File: config.mk
export PLATFORM = sky130hd
export DESIGN_NAME = sqs_core
export DESIGN_NICKNAME = d
export VERILOG_FILES = /design/src/design/sqs_pkg.sv /design/src/design/sqs_reply.sv /design/src/design/sqs_core.sv
export SDC_FILE = /design/constraint.sdc
export NUM_CORES = 1
export LEC_CHECK = 0
export BUFFER_PORTS_ARGS = -buffer_cell sky130_fd_sc_hd__buf_2
export CAP_MARGIN = 10
export CORE_AREA = 2 2 131 133
export CTS_CLUSTER_SIZE = 24
export DETAILED_ROUTE_END_ITERATION = 16
export DIE_AREA = 0 0 133 135
export PLACE_DENSITY = 0.75
export SLEW_MARGIN = 20
export SYNTH_ARGS = -nofsm -noshare
export SYNTH_HDL_FRONTEND = slang
export SYNTH_SLANG_ARGS = --single-unit
File: constraint.sdc
create_clock -name clk_i -period 1.8 [get_ports clk_i]
set_input_delay 0.09 -clock clk_i [delete_from_list [all_inputs] [get_ports clk_i]]
set_output_delay 0.09 -clock clk_i [all_outputs]
set_load 0.01 [all_outputs]
File: src/design/sqs_pkg.sv
// Shared constants and types for the sequencer state and dynamic select block.
package sqs_pkg;

	// Status word layout.
	localparam int SQS_STAT_W = 32;
	localparam int SQS_IDX_W = 25;
	localparam int SQS_IDX_LSB = 0;
	localparam int SQS_STATE_LSB = 25;
	localparam int SQS_STATE_W = 2;
	localparam int SQS_RSVD_LSB = 27;
	localparam int SQS_RSVD_W = 5;
	localparam logic [4:0] SQS_RSVD_VAL = 5'h00;

	// Execution state codes as reported in the status word.
	localparam logic [1:0] SQS_CODE_IDLE = 2'h0;
	localparam logic [1:0] SQS_CODE_WAIT_TRIG = 2'h1;
	localparam logic [1:0] SQS_CODE_RUN = 2'h2;
	localparam logic [1:0] SQS_CODE_WAIT_ADV = 2'h3;

	// Reset values of the host settings.
	localparam logic [24:0] SQS_SEL_RST = 25'h0000000;
	localparam logic SQS_DYN_RST = 1'b0;

	// Remote command codes.
	typedef enum logic [3:0] {
		SQS_CMD_NONE = 4'h0,
		SQS_CMD_DYN_EN_WR = 4'h1,
		SQS_CMD_DYN_EN_RD = 4'h2,
		SQS_CMD_NEXT_SEL_WR = 4'h3,
		SQS_CMD_SEQ_SEL_WR = 4'h4,
		SQS_CMD_SEQ_SEL_RD = 4'h5,
		SQS_CMD_SCEN_SEL_WR = 4'h6,
		SQS_CMD_SCEN_SEL_RD = 4'h7,
		SQS_CMD_SEG_SEL_WR = 4'h8,
		SQS_CMD_SEG_SEL_RD = 4'h9,
		SQS_CMD_STATE_QUERY = 4'ha
	} sqs_cmd_type;

	// Play modes.
	typedef enum logic [1:0] {
		SQS_MODE_ARB = 2'h0,
		SQS_MODE_SEQ = 2'h1,
		SQS_MODE_SCEN = 2'h2
	} sqs_mode_type;

	// Sequencer states, one-hot.
	typedef enum logic [3:0] {
		SQS_ST_IDLE = 4'b0001,
		SQS_ST_WAIT_TRIG = 4'b0010,
		SQS_ST_RUN = 4'b0100,
		SQS_ST_WAIT_ADV = 4'b1000
	} sqs_state_type;

endpackage : sqs_pkg

File: src/design/sqs_reply.sv
// Reply register that holds one answer word and marks it with a one-cycle valid.
`timescale 1ns/1ns
module sqs_reply #(
	parameter int WORD_W = 32
) (
	input wire logic clk_i,
	input wire logic rst_i,
	input wire logic load_i,
	input wire logic [WORD_W-1:0] word_i,
	output logic resp_valid_o,
	output logic [WORD_W-1:0] resp_data_o
);

	logic next_valid;
	logic [WORD_W-1:0] next_data;

	// The word is captured whole in the load cycle, so its fields never mix two cycles.
	always_comb begin
		next_valid = load_i;
		next_data = load_i ? word_i : resp_data_o;
	end

	// Register stage.
	always_ff @(posedge clk_i) begin
		if (rst_i) begin
			resp_valid_o <= 1'b0;
			resp_data_o <= '0;
		end else begin
			resp_valid_o <= next_valid;
			resp_data_o <= next_data;
		end
	end

endmodule : sqs_reply

File: src/design/sqs_core.sv
// Sequencer execution state, status word and dynamic entry selection.
// Behaviour
// - Status query returns one 32-bit word; bits 31:27 are reserved zero.
// - Bits 26:25 hold state: 0 idle, 1 trigger wait, 2 running, 3 advance wait.
// - Bits 24:0 hold the index of the entry now executing.
// - While idle the index field is meaningless to the reader.
// - Dynamic off: segment or sequence changes accepted only while generation is stopped.
// - Dynamic off: segment select and sequence start select set the new entry.
// - Dynamic on: selection may change while generation keeps running.
// - Dynamic on: next entry comes from host select or external select port, except in scenario mode.
// - External select value is used directly as a sequence table index.
// - Host next-entry select names the entry executed next outside scenario mode; written only when dynamic.
// - Scenario mode starts at scenario start select, which reads back.
// - Sequence mode starts at sequence start select.
// - In sequence mode, dynamic mode plays sequence start select until first dynamic choice.
`timescale 1ns/1ns
module sqs_core
	import sqs_pkg::*;
#(
	parameter int IDX_W = 25
) (
	input wire logic clk_i,
	input wire logic rst_i,
	input wire logic cmd_valid_i,
	input wire sqs_pkg::sqs_cmd_type cmd_code_i,
	input wire logic [31:0] cmd_data_i,
	input wire sqs_pkg::sqs_mode_type play_mode_i,
	input wire logic run_i,
	input wire logic stop_i,
	input wire logic trigger_i,
	input wire logic entry_done_i,
	input wire logic need_advance_i,
	input wire logic advance_i,
	input wire logic ext_sel_valid_i,
	input wire logic [IDX_W-1:0] ext_sel_i,
	output logic resp_valid_o,
	output logic [31:0] resp_data_o,
	output logic cmd_refused_o,
	output sqs_pkg::sqs_state_type seq_state_o,
	output logic [IDX_W-1:0] entry_index_o
);

	////////////////////////////////////////////////////////////////////////
	// Helpers.
	// Maps the one-hot state to its reported two-bit code.
	function automatic logic [1:0] state_code(input sqs_state_type st);
		logic [1:0] code;
		code = SQS_CODE_IDLE;
		unique case (st)
			SQS_ST_IDLE: code = SQS_CODE_IDLE;
			SQS_ST_WAIT_TRIG: code = SQS_CODE_WAIT_TRIG;
			SQS_ST_RUN: code = SQS_CODE_RUN;
			SQS_ST_WAIT_ADV: code = SQS_CODE_WAIT_ADV;
			default: code = SQS_CODE_IDLE;
		endcase
		return code;
	endfunction : state_code

	// Pads an index into a 32-bit reply word.
	function automatic logic [31:0] pad_idx(input logic [IDX_W-1:0] v);
		return {{(32-IDX_W){1'b0}}, v};
	endfunction : pad_idx

	////////////////////////////////////////////////////////////////////////
	// Host settings and dynamic selection.
	logic dyn_en, next_dyn_en;
	logic [IDX_W-1:0] seq_sel, next_seq_sel;
	logic [IDX_W-1:0] scen_sel, next_scen_sel;
	logic [IDX_W-1:0] seg_sel, next_seg_sel;
	logic [IDX_W-1:0] dyn_next, next_dyn_next;
	logic dyn_pending, next_dyn_pending;
	logic next_refused, stopped, take_dyn, reply_load;
	logic [31:0] reply_word, status_word;

	assign stopped = (seq_state_o == SQS_ST_IDLE);
	// Status fields come from the same registered state and index in one cycle.
	assign status_word = {SQS_RSVD_VAL, state_code(seq_state_o), entry_index_o};

	// Settings writes; static-mode selection changes are refused while generating.
	always_comb begin
		next_dyn_en = dyn_en;
		next_seq_sel = seq_sel;
		next_scen_sel = scen_sel;
		next_seg_sel = seg_sel;
		next_dyn_next = dyn_next;
		next_dyn_pending = dyn_pending;
		next_refused = 1'b0;
		// A consumed dynamic choice clears the pending flag unless a new one lands.
		if (take_dyn) begin
			next_dyn_pending = 1'b0;
		end
		// External port selects by index; it wins only when no host next-select write arrives in the same cycle.
		if (dyn_en && ext_sel_valid_i) begin
			next_dyn_next = ext_sel_i;
			next_dyn_pending = 1'b1;
		end
		if (cmd_valid_i) begin
			unique case (cmd_code_i)
				SQS_CMD_DYN_EN_WR: begin
					if (stopped) begin
						next_dyn_en = cmd_data_i[0];
					end else begin
						next_refused = 1'b1;
					end
				end
				SQS_CMD_NEXT_SEL_WR: begin
					if (dyn_en) begin
						next_dyn_next = cmd_data_i[IDX_W-1:0];
						next_dyn_pending = 1'b1;
					end else begin
						next_refused = 1'b1;
					end
				end
				SQS_CMD_SEQ_SEL_WR: begin
					if (stopped || dyn_en) begin
						next_seq_sel = cmd_data_i[IDX_W-1:0];
					end else begin
						next_refused = 1'b1;
					end
				end
				SQS_CMD_SEG_SEL_WR: begin
					if (stopped || dyn_en) begin
						next_seg_sel = cmd_data_i[IDX_W-1:0];
					end else begin
						next_refused = 1'b1;
					end
				end
				SQS_CMD_SCEN_SEL_WR: begin
					if (stopped) begin
						next_scen_sel = cmd_data_i[IDX_W-1:0];
					end else begin
						next_refused = 1'b1;
					end
				end
				default: begin
				end
			endcase
		end
	end

	// Settings registers.
	always_ff @(posedge clk_i) begin
		if (rst_i) begin
			dyn_en <= SQS_DYN_RST;
			seq_sel <= SQS_SEL_RST[IDX_W-1:0];
			scen_sel <= SQS_SEL_RST[IDX_W-1:0];
			seg_sel <= SQS_SEL_RST[IDX_W-1:0];
			dyn_next <= SQS_SEL_RST[IDX_W-1:0];
			dyn_pending <= 1'b0;
			cmd_refused_o <= 1'b0;
		end else begin
			dyn_en <= next_dyn_en;
			seq_sel <= next_seq_sel;
			scen_sel <= next_scen_sel;
			seg_sel <= next_seg_sel;
			dyn_next <= next_dyn_next;
			dyn_pending <= next_dyn_pending;
			cmd_refused_o <= next_refused;
		end
	end

	////////////////////////////////////////////////////////////////////////
	// Sequencer state machine.
	sqs_state_type next_state;
	logic [IDX_W-1:0] next_index, start_index;

	// Start entry depends on the play mode only; dynamic on does not change it, so sequence mode begins at sequence start.
	always_comb begin
		unique case (play_mode_i)
			SQS_MODE_ARB: start_index = seg_sel;
			SQS_MODE_SEQ: start_index = seq_sel;
			SQS_MODE_SCEN: start_index = scen_sel;
			default: start_index = seq_sel;
		endcase
	end

	// Outside scenario mode, a pending dynamic choice replaces the usual next entry at an entry boundary.
	assign take_dyn = dyn_en && dyn_pending && !stopped && (play_mode_i != SQS_MODE_SCEN) &&
		((seq_state_o == SQS_ST_RUN && entry_done_i && !need_advance_i) ||
		(seq_state_o == SQS_ST_WAIT_ADV && advance_i));

	// Next state and next entry index.
	always_comb begin
		next_state = seq_state_o;
		next_index = entry_index_o;
		if (stop_i) begin
			next_state = SQS_ST_IDLE;
		end else begin
			unique case (seq_state_o)
				SQS_ST_IDLE: begin
					if (run_i) begin
						next_state = SQS_ST_WAIT_TRIG;
						next_index = start_index;
					end
				end
				SQS_ST_WAIT_TRIG: begin
					if (trigger_i) begin
						next_state = SQS_ST_RUN;
					end
				end
				SQS_ST_RUN: begin
					if (entry_done_i && need_advance_i) begin
						next_state = SQS_ST_WAIT_ADV;
					end else if (entry_done_i) begin
						next_index = take_dyn ? dyn_next : entry_index_o + 1'b1;
					end
				end
				SQS_ST_WAIT_ADV: begin
					if (advance_i) begin
						next_state = SQS_ST_RUN;
						next_index = take_dyn ? dyn_next : entry_index_o + 1'b1;
					end
				end
				default: next_state = SQS_ST_IDLE;
			endcase
		end
	end

	// State registers; the index keeps its last value in idle, where it has no meaning.
	always_ff @(posedge clk_i) begin
		if (rst_i) begin
			seq_state_o <= SQS_ST_IDLE;
			entry_index_o <= '0;
		end else begin
			seq_state_o <= next_state;
			entry_index_o <= next_index;
		end
	end

	////////////////////////////////////////////////////////////////////////
	// Query replies.
	// Queries only read; nothing in the sequencer changes on a read.
	always_comb begin
		reply_load = cmd_valid_i;
		reply_word = 32'h00000000;
		unique case (cmd_code_i)
			SQS_CMD_STATE_QUERY: reply_word = status_word;
			SQS_CMD_DYN_EN_RD: reply_word = {31'h00000000, dyn_en};
			SQS_CMD_SEQ_SEL_RD: reply_word = pad_idx(seq_sel);
			SQS_CMD_SCEN_SEL_RD: reply_word = pad_idx(scen_sel);
			SQS_CMD_SEG_SEL_RD: reply_word = pad_idx(seg_sel);
			default: reply_load = 1'b0;
		endcase
	end

	sqs_reply #(.WORD_W(32)) u_reply (
		.clk_i(clk_i),
		.rst_i(rst_i),
		.load_i(reply_load),
		.word_i(reply_word),
		.resp_valid_o(resp_valid_o),
		.resp_data_o(resp_data_o)
	);

	////////////////////////////////////////////////////////////////////////
	// Checks.
	status_rsvd_a: assert property (@(posedge clk_i) disable iff (rst_i)
		$past(cmd_valid_i && cmd_code_i == SQS_CMD_STATE_QUERY) |-> resp_valid_o && resp_data_o[31:27] == 5'h00)
		else $error("status reply missing or reserved bits set");
	status_state_a: assert property (@(posedge clk_i) disable iff (rst_i)
		$past(cmd_valid_i && cmd_code_i == SQS_CMD_STATE_QUERY) |->
		resp_data_o[26:25] == state_code($past(seq_state_o)))
		else $error("status state code wrong");
	status_index_a: assert property (@(posedge clk_i) disable iff (rst_i)
		$past(cmd_valid_i && cmd_code_i == SQS_CMD_STATE_QUERY) |-> resp_data_o[24:0] == $past(entry_index_o))
		else $error("status index wrong");
	static_hold_a: assert property (@(posedge clk_i) disable iff (rst_i)
		cmd_valid_i && cmd_code_i == SQS_CMD_SEQ_SEL_WR && !dyn_en && !stopped |=> cmd_refused_o && $stable(seq_sel))
		else $error("static sequence change taken while running");
	static_take_a: assert property (@(posedge clk_i) disable iff (rst_i)
		cmd_valid_i && cmd_code_i == SQS_CMD_SEG_SEL_WR && stopped |=> seg_sel == $past(cmd_data_i[IDX_W-1:0]))
		else $error("segment select not stored while stopped");
	dyn_jump_a: assert property (@(posedge clk_i) disable iff (rst_i)
		take_dyn && !stop_i |=> entry_index_o == $past(dyn_next) && seq_state_o == SQS_ST_RUN)
		else $error("dynamic entry not taken");
	ext_sel_a: assert property (@(posedge clk_i) disable iff (rst_i)
		dyn_en && ext_sel_valid_i && !(cmd_valid_i && cmd_code_i == SQS_CMD_NEXT_SEL_WR) |=>
		dyn_pending && dyn_next == $past(ext_sel_i))
		else $error("external select value not latched");
	next_sel_a: assert property (@(posedge clk_i) disable iff (rst_i)
		cmd_valid_i && cmd_code_i == SQS_CMD_NEXT_SEL_WR && !dyn_en |=> cmd_refused_o && !$rose(dyn_pending))
		else $error("next select accepted with dynamic off");
	start_entry_a: assert property (@(posedge clk_i) disable iff (rst_i)
		stopped && run_i && !stop_i && play_mode_i == SQS_MODE_SCEN |=>
		seq_state_o == SQS_ST_WAIT_TRIG && entry_index_o == $past(scen_sel))
		else $error("scenario did not start at its start entry");
	query_clean_a: assert property (@(posedge clk_i) disable iff (rst_i)
		cmd_valid_i && cmd_code_i == SQS_CMD_STATE_QUERY && !run_i && !stop_i && !trigger_i && !entry_done_i &&
		!advance_i |=> $stable(seq_state_o) && $stable(entry_index_o))
		else $error("status read disturbed the sequencer");

endmodule : sqs_core

==> run metrics <==
total grt overflow=0; half-perimeter wire length after detailed placement=18,420 µm; area share of the largest cell type after synthesis=0.3844; share of the clock period used by the worst path after layout=1.123; Tightest Pin Transition=0.5253 ns; number of global-route vias before repair=8,610; global routing usage summed across all routing layers=0.3149; gate count of the mapped netlist=1,022; Critical Path End Type=register; number of hold-slack violations in the final timing report=0; routed via count=9,377; cell at the root of the clock tree=sky130_fd_sc_hd__clkbuf_16; Die X=133 µm; post-synth top area cell=sky130_fd_sc_hd__dfxtp_1; worst slew slack as a fraction of its limit=0.6498; Power Density=742.1 mW/mm²; Die Outline Area=0.01796 mm²; count of inserted antenna diode cells=0; minimum clock period after layout=2.021 ns; boundary pin count=136; Fill cells=1,204; Overall Power=8.547 mW; core area=0.01641 mm²; Vias per Instance=6.357; DRC violations left=0; pin count of the biggest net entering global routing=46; Clock Pin Slew Worst Setup and Hold Paths=0.07 ns; RSZ-0062 raised after global routing=yes; reg-to-reg slack, setup=-0.22 ns; minimum setup slack in the final design=-0.2211 ns; combined flip-flop and latch cell area=0.003238 mm²; antenna viol nets, final=0; Worst Setup Start Kind=register; count of flip-flops with a built-in enable after synthesis=0; maximum count of clock buffers along a single path=2; post-synthesis area per instance=8.154 µm²; Layout area overhead=38.21%; footprint of the multi-input gates=0.005027 mm²; run status=finished with violations; final setup violation count=61; global-route wire length before repair=44,650 µm; instance count along the most critical hold path=3; Cell Area, Synth=0.008333 mm²; critical path arrival=2.33 ns; initial antenna violation count=0; clock sinks=160; worst slack after detailed placement=-0.08422 ns; number of placement rows=47; drt pass-1 iters=9; data required time at the worst endpoint=2.10 ns; Maximum Capacitance Violations=0; leading post-synthesis cells by cell area=sky130_fd_sc_hd__dfxtp_1 38%, sky130_fd_sc_hd__mux2i_1 8.9%, sky130_fd_sc_hd__nand2_1 8.8%; total wire length after detailed routing=30,870 µm; distinct cell type count after synthesis=71; Seq cells post-synth=160; TritonCTS clock tree=built; average wire per standard cell=20.93 µm; startpoint-to-endpoint class of the critical path=reg -> reg; floorplan die height=135 µm; leakage power figure=4.389 nW; initial DRC count=1,260; sequential cell area fraction in the yosys report=0.3844; setup TNS=-4.152 ns; Synth async-reset ratio=0; routability congestion estimate from global placement=0.9399; clock skew=0.009961 ns; Top FF cell, synth=sky130_fd_sc_hd__dfxtp_1; H-Tree Depth=4; fraction of final layout cells sized beyond drive strength 1=0.2956; clock latency of the later-clocked register in the worst-skew pair=0.44 ns; top achievable clock speed=0.4948 GHz; starting density of the core=0.5079; total of buffers placed on input and output ports=123; number of max-slew violations in the final report=0; worst min-delay path class=in -> reg; maximum ir drop on the vdd rail=0.6723 mV; R2R cell count=7; critical path peak fanout=7; number of warning messages in the yosys log=0; violated checks=setup timing; clock buffer count from CTS=17; Post-layout nets=1,316
==> area by class of cell <==
class / instances / share of cell area
flip-flops and latches: 160 / 0.2812
repair buffers: 288 / 0.2030
multi-input cells: 765 / 0.4365
clock inverters: 12 / 0.01152
well taps: 220 / 0.02390
clock buffers: 20 / 0.04063
inverters: 10 / 0.003259
==> logic make-up (layout without fill, tap and decap cells) <==
family | count (synthesis) | in the layout | synth area share
fa+ha+maj | 1 | 1 | 0.001501
flops | 160 | 160 | 0.3844
buf+inv | 104 | 330 | 0.05901
mux | 75 | 75 | 0.09024
other cells | 1 | 5 | 0.0004500
compound gates | 331 | 331 | 0.2668
simple gates | 339 | 342 | 0.1860
xor+xnor | 11 | 11 | 0.01156
==> through the flow <==
stage                     hold slack (ns)  cell area, µm²  cells    util
after floorplan                    0.2260            8452   1026       -
final                           0.0007296           11520   1475  0.7020
after global routing              0.02392           11520   1475  0.7020
after detailed placement           0.3702            9696   1366  0.5909
after CTS                        0.002277           10910   1453  0.6652
after global placement             0.3656            9696   1366  0.5909
==> layout by cell type, fill, tap and decap left out, types with 6 or more instances in the layout <==
| cell | instances |
|---|---|
| sky130_fd_sc_hd__a21oi_1 | 74 |
| sky130_fd_sc_hd__a21oi_2 | 11 |
| sky130_fd_sc_hd__a22oi_1 | 48 |
| sky130_fd_sc_hd__a311oi_1 | 25 |
| sky130_fd_sc_hd__a31oi_1 | 22 |
| sky130_fd_sc_hd__buf_12 | 17 |
| sky130_fd_sc_hd__buf_2 | 122 |
| sky130_fd_sc_hd__buf_4 | 82 |
| sky130_fd_sc_hd__buf_6 | 9 |
| sky130_fd_sc_hd__clkbuf_16 | 23 |
| sky130_fd_sc_hd__clkinvlp_4 | 6 |
| sky130_fd_sc_hd__dfxtp_1 | 140 |
| sky130_fd_sc_hd__dfxtp_2 | 16 |
| sky130_fd_sc_hd__dlygate4sd3_1 | 50 |
| sky130_fd_sc_hd__inv_1 | 10 |
| sky130_fd_sc_hd__mux2i_1 | 74 |
| sky130_fd_sc_hd__nand2_1 | 168 |
| sky130_fd_sc_hd__nand2_2 | 18 |
| sky130_fd_sc_hd__nand2_4 | 12 |
| sky130_fd_sc_hd__nand2b_1 | 7 |
| sky130_fd_sc_hd__nand3_1 | 17 |
| sky130_fd_sc_hd__nand4_1 | 7 |
| sky130_fd_sc_hd__nor2_1 | 47 |
| sky130_fd_sc_hd__nor2b_1 | 6 |
| sky130_fd_sc_hd__nor3_1 | 7 |
| sky130_fd_sc_hd__o211ai_1 | 22 |
| sky130_fd_sc_hd__o21ai_0 | 26 |
| sky130_fd_sc_hd__o21ai_1 | 13 |
| sky130_fd_sc_hd__o22ai_1 | 28 |
| sky130_fd_sc_hd__or4_1 | 6 |
| sky130_fd_sc_hd__xnor2_1 | 6 |
==> registers in the layout (all words and copies together), names as in the netlist <==
register,flops
cmd_refused_o,1
dyn_en,1
dyn_next,25
dyn_pending,1
entry_index_o,25
scen_sel,25
seg_sel,25
seq_sel,25
seq_state_o,4
u_reply.resp_data_o,27
u_reply.resp_valid_o,1
==> synth_stat cells (all sizes together), types with 5 or more instances <==
cell / n
and3: 6
o31ai: 7
o22ai: 28
xnor2: 6
a21oi: 86
o31a: 5
dfxtp: 160
a32o: 6
a22oi: 48
a31oi: 22
a32oi: 5
nand2: 197
nor3: 12
a311oi: 25
nor2b: 7
nand2b: 8
xor2: 5
or4: 6
nor2: 51
mux2i: 74
a211o: 5
clkbuf: 62
nand3: 17
nand4: 9
nor3b: 5
o211ai: 22
o21ai: 41
inv: 10
buf: 31
==> where the power goes <==
part           internal [mW]  switching (mW)  leakage [nW]
clock network           2.16            1.57         0.276
logic                  0.481           0.626          2.81
registers               3.64          0.0769          1.31
==> metal layers <==
layer | track usage | part of all wire | wire length [µm]
met1 | 0.4033 | 0.39 | 11910
met5 | 0 | 0 | 0
met3 | 0.08296 | 0.12 | 3699
met2 | 0.5078 | 0.46 | 14080
met4 | 0.1266 | 0.038 | 1175
==> final timing paths <==
path,startpoint,to
setup / recovery,seq_state_o[3]$_SDFFE_PP0P_,entry_index_o[13]$_SDFFE_PP0P_
hold / removal,ext_sel_i[24],dyn_next[24]$_SDFF_PP0_
setup reg to reg,seq_state_o[3]$_SDFFE_PP0P_,entry_index_o[13]$_SDFFE_PP0P_
hold reg to reg,seq_sel[1]$_SDFFE_PP0P_,seq_sel[1]$_SDFFE_PP0P_
==> worst max-delay path: stages (launching register included) <==
cell and delay, ns:
sky130_fd_sc_hd__dfxtp_4 0.38, sky130_fd_sc_hd__nor4b_4 0.41, sky130_fd_sc_hd__a32oi_2 0.12, sky130_fd_sc_hd__buf_6 0.18, sky130_fd_sc_hd__o21ai_2 0.16, sky130_fd_sc_hd__buf_6 0.14, sky130_fd_sc_hd__o21ai_0 0.10, sky130_fd_sc_hd__a211oi_1 0.39
==> repair_timing <==
action	4_1_cts	5_1_grt
setup endpoints to repair	71	100
gates resized for setup	18	97
buffers inserted	5	14
cloned	0	9
hold buffers	50	0
hold endpoints to repair	102	0
pin swaps	7	62
No activity file was read; power rests on OpenSTA's default activity.
